$ cat src/core/local_bus_pkg.sv
package local_bus_pkg;
    // Width of the physical address.
    localparam int ADDR_W = 20;
    // Reset window of the upper chip select.
    localparam logic [19:0] UPPER_BASE_RST = 20'hFFC00;
    localparam logic [19:0] UPPER_TOP_RST = 20'hFFFFF;
    // Lower select range after reset: empty, so it never matches.
    localparam logic [19:0] LOWER_BASE_RST = 20'hFFFFF;
    localparam logic [19:0] LOWER_TOP_RST = 20'h00000;
    // Queue status codes as {hi, lo}.
    localparam logic [1:0] QS_NONE = 2'h0;
    localparam logic [1:0] QS_FIRST = 2'h1;
    localparam logic [1:0] QS_NEXT = 2'h3;
    localparam logic [1:0] QS_EMPTY = 2'h2;
    // Bus cycle phases.
    typedef enum logic [2:0] {
        PH_IDLE,
        PH_ADDR,
        PH_DATA,
        PH_DONE,
        PH_HOLD
    } phase_t;
endpackage : local_bus_pkg

$ cat src/core/select_if.sv
`timescale 1ns/1ns
// Carries a bus request and the chip-select decode back to the sequencer.
interface select_if;
    logic [19:0] addr; // Address of the cycle.
    logic is_mem; // High for memory, low for I/O.
    logic upper_hit; // Upper window matches.
    logic lower_hit; // Lower window matches.
    logic skip_ready; // Range ignores external ready.
    modport seq (output addr, output is_mem, input upper_hit, input lower_hit,
        input skip_ready);
    modport dec (input addr, input is_mem, output upper_hit, output lower_hit,
        output skip_ready);
endinterface : select_if

$ cat src/core/local_bus_ctrl.sv
`timescale 1ns/1ns
// Local bus control: strobes, ready, transceiver enable, lock, hold, selects.
module local_bus_ctrl
    import local_bus_pkg::*;
(
    input wire logic ref_clk,
    input wire logic rst_n,
    input wire logic clk_en,
    // Core side request.
    input wire logic req_valid,
    input wire logic req_write,
    input wire logic req_mem,
    input wire logic req_locked,
    input wire logic [19:0] req_addr,
    input wire logic [15:0] req_wdata,
    input wire logic instr_boundary,
    input wire logic [1:0] queue_event,
    output logic req_done,
    output logic [15:0] rd_data_q,
    // Chip-select programming from the core.
    input wire logic sel_wr,
    input wire logic [19:0] upper_base,
    input wire logic [19:0] upper_top,
    input wire logic [19:0] lower_base,
    input wire logic [19:0] lower_top,
    input wire logic upper_no_ready,
    input wire logic lower_no_ready,
    // Pins.
    input wire logic async_ready_in,
    input wire logic async_ready_fall,
    input wire logic sync_ready_in,
    input wire logic hold_req,
    input wire logic read_strobe_in,
    input wire logic lock_in,
    input wire logic upper_select_in,
    input wire logic lower_select_in,
    input wire logic [15:0] data_in,
    output logic [15:0] data_out,
    output logic data_oe,
    output logic [19:0] addr_out,
    output logic ctrl_oe,
    output logic read_n,
    output logic write_n,
    output logic addr_latch,
    output logic transceiver_enable_n,
    output logic lock_n,
    output logic lock_oe,
    output logic hold_acknowledge,
    output logic upper_select_n,
    output logic lower_select_n,
    output logic emulation_isolation_mode,
    output logic queue_report_select
);
    ////////////////////////////////////////////////////////////////////////
    // Declarations.
    select_if sel ();
    phase_t phase_q; // Bus cycle phase.
    logic write_q; // Cycle is a write.
    logic locked_q; // Cycle runs under lock.
    logic async_ready_in_s1_q; // First async ready stage.
    logic async_ready_in_s2_q; // Second async ready stage.
    logic [19:0] ub_q; // Upper window base.
    logic [19:0] ut_q; // Upper window top.
    logic [19:0] lb_q; // Lower window base.
    logic [19:0] lt_q; // Lower window top.
    logic unr_q; // Upper range ignores ready.
    logic lnr_q; // Lower range ignores ready.
    logic qmode_q; // Queue report mode latched at reset.
    logic cycle_end; // Current data phase may finish.
    logic finish; // Ready seen and the strobe has already been on the pins.
    logic up_prog_q; // Upper window reprogrammed since reset.
    logic grant; // Bus may be handed over now.

    assign sel.addr = addr_out;
    assign sel.is_mem = req_mem;

    select_decode u_dec (
        .sel(sel.dec),
        .upper_base(ub_q),
        .upper_top(ut_q),
        .lower_base(lb_q),
        .lower_top(lt_q),
        .upper_no_ready(unr_q),
        .lower_no_ready(lnr_q)
    );

    ////////////////////////////////////////////////////////////////////////
    // Ready handling and hold grant.
    // Async ready on the rising edge goes through two flops; the falling-edge
    // sample arrives already synchronous. Sync ready is used directly.
    always_comb begin
        cycle_end = async_ready_in_s2_q || async_ready_fall
            || sync_ready_in
            || sel.skip_ready;
        // A cycle only ends after its strobe has been driven for a clock, so
        // even an ignore-ready range moves its data under an active strobe.
        finish = cycle_end && !transceiver_enable_n;
        grant = hold_req && instr_boundary && !req_locked && !locked_q;
    end

    // Two-flop synchroniser for the asynchronous ready.
    always_ff @(posedge ref_clk) begin
        if (!rst_n) begin
            async_ready_in_s1_q <= 1'b0;
            async_ready_in_s2_q <= 1'b0;
        end else if (clk_en) begin
            async_ready_in_s1_q <= async_ready_in;
            async_ready_in_s2_q <= async_ready_in_s1_q;
        end
    end

    ////////////////////////////////////////////////////////////////////////
    // Reset-time straps.
    // During reset the read and select pins are inputs; capture them.
    always_ff @(posedge ref_clk) begin
        if (!rst_n) begin
            qmode_q <= !read_strobe_in;
            emulation_isolation_mode <= !upper_select_in && !lower_select_in;
        end
    end
    assign queue_report_select = qmode_q;

    ////////////////////////////////////////////////////////////////////////
    // Chip-select windows, reset to defaults and reprogrammed by the core.
    always_ff @(posedge ref_clk) begin
        if (!rst_n) begin
            ub_q <= UPPER_BASE_RST;
            ut_q <= UPPER_TOP_RST;
            lb_q <= LOWER_BASE_RST;
            lt_q <= LOWER_TOP_RST;
            unr_q <= 1'b0;
            lnr_q <= 1'b0;
            up_prog_q <= 1'b0;
        end else if (clk_en && sel_wr) begin
            up_prog_q <= 1'b1;
            ub_q <= upper_base;
            ut_q <= upper_top;
            lb_q <= lower_base;
            lt_q <= lower_top;
            unr_q <= upper_no_ready;
            lnr_q <= lower_no_ready;
        end
    end

    ////////////////////////////////////////////////////////////////////////
    // Bus cycle sequencer.
    always_ff @(posedge ref_clk) begin
        if (!rst_n) begin
            phase_q <= PH_IDLE;
            write_q <= 1'b0;
            locked_q <= 1'b0;
            addr_out <= '0;
            data_out <= '0;
            rd_data_q <= '0;
            req_done <= 1'b0;
        end else if (clk_en) begin
            req_done <= 1'b0;
            case (phase_q)
                // Hold is checked first at a boundary, else start a cycle.
                PH_IDLE: begin
                    if (grant) begin
                        phase_q <= PH_HOLD;
                    end else if (req_valid) begin
                        phase_q <= PH_ADDR;
                        write_q <= req_write;
                        locked_q <= req_locked;
                        addr_out <= req_addr;
                        data_out <= req_wdata;
                    end
                end
                // Address phase lasts one clock.
                PH_ADDR: begin
                    phase_q <= PH_DATA;
                end
                // Wait states until ready or an ignore-ready range.
                PH_DATA: begin
                    if (finish) begin
                        phase_q <= PH_DONE;
                        rd_data_q <= data_in;
                    end
                end
                // Finish and report to the core.
                PH_DONE: begin
                    phase_q <= PH_IDLE;
                    req_done <= 1'b1;
                    locked_q <= req_locked && locked_q;
                end
                // Stay floated while the other master keeps requesting.
                PH_HOLD: begin
                    if (!hold_req) begin
                        phase_q <= PH_IDLE;
                    end
                end
                default: begin
                    phase_q <= PH_IDLE;
                end
            endcase
        end
    end

    ////////////////////////////////////////////////////////////////////////
    // Pin drivers, all registered from the current phase except the queue report codes.
    always_ff @(posedge ref_clk) begin
        if (!rst_n) begin
            read_n <= 1'b1;
            write_n <= 1'b1;
            addr_latch <= 1'b0;
            transceiver_enable_n <= 1'b1;
            data_oe <= 1'b0;
            ctrl_oe <= 1'b0;
            lock_n <= 1'b1;
            lock_oe <= 1'b0;
            hold_acknowledge <= 1'b0;
            upper_select_n <= 1'b1;
            lower_select_n <= 1'b1;
        end else if (clk_en) begin
            hold_acknowledge <= (phase_q == PH_HOLD) && hold_req;
            ctrl_oe <= (phase_q != PH_HOLD);
            lock_oe <= (phase_q != PH_HOLD);
            lock_n <= !(locked_q && (phase_q == PH_ADDR || phase_q == PH_DATA));
            transceiver_enable_n <= !(phase_q == PH_DATA && !finish);
            data_oe <= (phase_q == PH_DATA) && write_q && !finish;
            read_n <= !(phase_q == PH_DATA && !write_q && !finish);
            // The reset window serves memory only until software reprograms it.
            upper_select_n <= !((phase_q == PH_ADDR || phase_q == PH_DATA)
                && sel.upper_hit && (req_mem || up_prog_q));
            lower_select_n <= !((phase_q == PH_ADDR || phase_q == PH_DATA)
                && sel.lower_hit);
            if (qmode_q) begin
                // Queue report replaces write strobe and latch pulse.
                {write_n, addr_latch} <= queue_event;
            end else begin
                write_n <= !(phase_q == PH_DATA && write_q && !finish);
                addr_latch <= (phase_q == PH_IDLE) && req_valid && !grant;
            end
        end
    end
endmodule : local_bus_ctrl

$ cat src/core/select_decode.sv
`timescale 1ns/1ns
// Range decoder for the upper and lower chip selects.
module select_decode
    import local_bus_pkg::*;
(
    select_if.dec sel,
    input wire logic [19:0] upper_base,
    input wire logic [19:0] upper_top,
    input wire logic [19:0] lower_base,
    input wire logic [19:0] lower_top,
    input wire logic upper_no_ready,
    input wire logic lower_no_ready
);
    // Inclusive window compare, used for both selects.
    function automatic logic in_win(input logic [19:0] a, input logic [19:0] lo,
        input logic [19:0] hi);
        in_win = (a >= lo) && (a <= hi);
    endfunction : in_win

    // Upper select covers memory and I/O; lower select memory only.
    always_comb begin
        sel.upper_hit = in_win(sel.addr, upper_base, upper_top);
        sel.lower_hit = sel.is_mem && in_win(sel.addr, lower_base, lower_top);
        sel.skip_ready = (sel.upper_hit && upper_no_ready)
            || (sel.lower_hit && lower_no_ready);
    end
endmodule : select_decode

$ cat config.mk
export PLATFORM = sky130hd
export DESIGN_NAME = local_bus_ctrl
export DESIGN_NICKNAME = d
export VERILOG_FILES = /design/src/core/local_bus_pkg.sv /design/src/core/select_if.sv /design/src/core/local_bus_ctrl.sv /design/src/core/select_decode.sv
export SDC_FILE = /design/constraint.sdc
export NUM_CORES = 1
export LEC_CHECK = 0
export BUFFER_PORTS_ARGS = -buffer_cell sky130_fd_sc_hd__buf_4
export CORE_MARGIN = 1.5
export CORE_UTILIZATION = 52
export DETAILED_ROUTE_END_ITERATION = 8
export PLACE_DENSITY = 0.84
export SETUP_SLACK_MARGIN = 0.15
export SYNTH_ARGS = -nofsm -noshare
export SYNTH_HDL_FRONTEND = slang
export SYNTH_SLANG_ARGS = --single-unit
export TNS_END_PERCENT = 20
$ cat constraint.sdc
create_clock -name ref_clk -period 3.14 [get_ports ref_clk]
set_input_delay 0.157 -clock ref_clk [delete_from_list [all_inputs] [get_ports ref_clk]]
set_output_delay 0.157 -clock ref_clk [all_outputs]
set_load 0.02 [all_outputs]
==> insert_results.sql <==
INSERT INTO impl_metrics (metric_group, metric, value, unit) VALUES
('status', 'outcome', 'finished with violations', ''),
('status', 'failed_checks', 'negative hold slack', ''),
('sta', 'totalNegativeSetupSlack', '0', 'ps'),
('synthesis', 'seq_area_frac_synth', '0.419', ''),
('cts', 'inserted_clock_buffers', '17', ''),
('grt', 'number_of_antenna_violations_at_the_first_check_in_global_routing', '0', ''),
('finish', 'nets_final', '1483', ''),
('pwr', 'cell_internal_pwr', '3.83', 'mW'),
('synthesis', 'post_synth_xor_xnor_area', '0', ''),
('cts', 'max-clock-path-buffers', '2', ''),
('pwr', 'leakagePower', '5.31', 'nW'),
('pwr', 'p_sw_frac', '0.265', ''),
('pwr', 'power_frac_seq', '0.410', ''),
('setup_path', 'cpMaxStageDelayCell', 'sky130_fd_sc_hd__or4_4', ''),
('setup_path', 'crit_path_max_fanout', '8', ''),
('pwr', 'power_density', '459', 'mW/mm²'),
('hold_path', 'worst_hold_path.num_cells', '3', ''),
('floorplan', 'die_x', '123', 'µm'),
('sta', 'final.setup_skew', '14.6', 'ps'),
('setup_path', 'timing.reg2reg.worst_path_depth', '10', ''),
('detailed_routing', 'drt-wirelength-per-cell', '18.1', 'µm'),
('synthesis', 'post_synthesis_cell_type_with_the_largest_combined_area', 'sky130_fd_sc_hd__dfxtp_1', ''),
('hold_path', 'hold_path.startpoint', 'req_wdata[7]', ''),
('synthesis', 'synth_cell_types', '52', ''),
('cts', 'cts_tree', 'built', ''),
('detailed_routing', 'drcViolationCount', '0', ''),
('setup_path', 'worstPathBufferInverterCount', '2', ''),
('setup_path', 'cp_top_family', 'simple AND/OR/NAND/NOR gates', ''),
('cts', 'clk_latency', '430', 'ps'),
('floorplan', 'die-area', '0.0150', 'mm²'),
('grt', 'grt_first_pass_wirelength', '39700', 'µm'),
('synthesis', 'synth_warnings', '0', ''),
('grt', 'grt_pass1_vias', '8290', ''),
('cts', 'clkSinkCount', '155', ''),
('synthesis', 'net_count_after_synthesis', '1143', ''),
('sta', 'achievable_freq', '338', 'MHz'),
('grt', 'grt_start_max_net_pins', '93', ''),
('finish', 'antenna_cells', '0', ''),
('detailed_routing', 'detailroute.via_count', '7973', ''),
('sta', 'rsz0062_at_grt', 'yes', ''),
('sta', 'hold_violations', '1', ''),
('floorplan', 'initial_cell_density_of_the_core', '0.534', ''),
('pwr', 'power_frac_comb', '0.185', ''),
('synthesis', 'ys_top_cells_by_area', 'sky130_fd_sc_hd__dfxtp_1 (41%), sky130_fd_sc_hd__ha_1 (13%), sky130_fd_sc_hd__nand2_1 (12%)', ''),
('pwr', 'peakVddDrop', '0.447', 'mV'),
('sta', 'period_utilisation_layout', '0.941', ''),
('setup_path', 'crit-reg2reg-capture', 'rd_data_q[0]', ''),
('synthesis', 'syn-cell-area', '0.00745', 'mm²'),
('synthesis', 'synth_flop_type', 'sky130_fd_sc_hd__dfxtp_1', ''),
('setup_path', 'r2r_slack', '190', 'ps'),
('place', 'gp_routability_congestion', '0.841', ''),
('setup_path', 'crit_path_start', 'addr_out[7]', ''),
('setup_path', 'worst_path_most_repeated_cell', 'sky130_fd_sc_hd__nand4_1', ''),
('pwr', 'p_switching', '1.38', 'mW'),
('setup_path', 'regToRegStartpoint', 'addr_out[7]', ''),
('sta', 'whs', '-13.7', 'ps'),
('sta', 'post-route-min-period', '2950', 'ps'),
('place', 'buffers_added_on_ports', '217', ''),
('detailed_routing', 'dr.pass1.iters', '5', ''),
('place', 'detailedPlacementHpwl', '15500', 'µm'),
('setup_path', 'critical-path-max-stage-delay', '570', 'ps'),
('finish', 'final_common_cell', 'sky130_fd_sc_hd__nand2_1', ''),
('hold_path', 'hold_path.class', 'primary input to register', ''),
('setup_path', 'critPathCaptureType', 'register', ''),
('floorplan', 'placeableCoreArea', '0.0139', 'mm²'),
('synthesis', 'async_flop_share', '0', ''),
('sta', 'worst-slew-pin-transition', '1180', 'ps'),
('synthesis', 'synth.avg_cell_area', '8.18', 'µm²'),
('job', 'timing.max_cap.violations', '0', ''),
('floorplan', 'fp.dieH', '123', 'µm'),
('finish', 'post_route_cells_drive_above_1_share', '0.246', '');
-- cell families (layout without fill, tap and decap cells) --
family          after synthesis  in the layout
simple gates                323            323
compound gates              202            202
flops                       155            155
buf+inv                     131            484
fa+ha+maj                    80             80
mux                          19             19
-- layer usage --
| layer | wire length [µm] | vias up | global-route usage | share of wire |
|---|---|---|---|---|
| met3 | 1920 | 82 | 0.0897 | 0.074 |
| met2 | 13000 | 366 | 0.598 | 0.50 |
| li1 | - | 3776 | - | - |
| met1 | 10200 | 3749 | 0.388 | 0.39 |
| met4 | 930 | 0 | 0.161 | 0.036 |
| met5 | 0 | - | 0 | 0 |
-- cells in the mapped netlist (all sizes together) (2+ instances only) --
cell / number
a41oi: 2
nand2b: 3
nor2b: 7
a21oi: 101
o211ai: 50
nand4: 16
inv: 83
dfxtp: 153
or4: 2
a2111oi: 4
nand2: 245
ha: 80
clkbuf: 44
a211oi: 4
nor3: 3
nor2: 23
a211o: 2
or2: 2
mux2i: 19
o21ai: 18
and4: 2
edfxtp: 2
nand3: 13
buf: 3
and2: 2
a21o: 7
o2111ai: 2
a221oi: 2
-- flip-flops by register name, summed over array words and instances, names as in the netlist, 3 cells and up --
signal	cells
rd_data_q	16
phase_q	3
data_out	16
lb_q	20
ub_q	20
lt_q	20
addr_out	20
ut_q	20
-- stage by stage --
step	setup slack [ps]	instance area, µm²	power, mW	std cells	hold WS (ps)
after global routing	116	11400	5.41	1443	2.04
after detailed placement	110	9330	2.94	1285	387
after global placement	215	9330	2.91	1285	382
after CTS	149	11200	5.14	1438	0.258
final	185	11400	5.22	1443	-13.7
after floorplan	209	7450	2.58	910	281
-- power by group through the flow --
stage          clock, mW  combinational [mW]  sequential (mW)
3_5_place_dp           0               0.770             2.17
3_3_place_gp           0               0.745             2.17
2_1_floorplan          0               0.383             2.20
4_1_cts             2.11               0.900             2.13
6_report            2.12               0.963             2.14
5_1_grt             2.21                1.05             2.15
-- final cells by class --
type | instances | area (µm²)
Multi-Input combinational cell | 624 | 3960
Clock inverter | 11 | 144
Sequential cell | 155 | 3140
Timing Repair Buffer | 368 | 3130
Fill cell | 784 | 2560
Inverter | 84 | 315
Clock buffer | 21 | 460
Tap cell | 180 | 225
-- repair_timing --
action,4_1_cts,5_1_grt
setup endpoints to repair,20,21
pin swaps,0,14
gates cloned,0,1
setup buffers,0,3
resized for setup,2,32
hold endpoints to repair,120,1
hold buffers,121,1
-- tightest hold or removal path: stages --
cell	delay, ps
sky130_fd_sc_hd__buf_4	110
sky130_fd_sc_hd__nand2_1	50
sky130_fd_sc_hd__a21oi_1	50
-- worst max path at each step --
stage | endpoint | slack, ps | cells after the start
global route | rd_data_q[3] | 120 | 10
CTS | rd_data_q[12] | 150 | 12
finish | rd_data_q[0] | 190 | 10
floorplan | rd_data_q[10] | 210 | 11
detailed placement | rd_data_q[12] | 110 | 12
global placement | rd_data_q[6] | 220 | 12
Power figures use the tool's default switching activity.
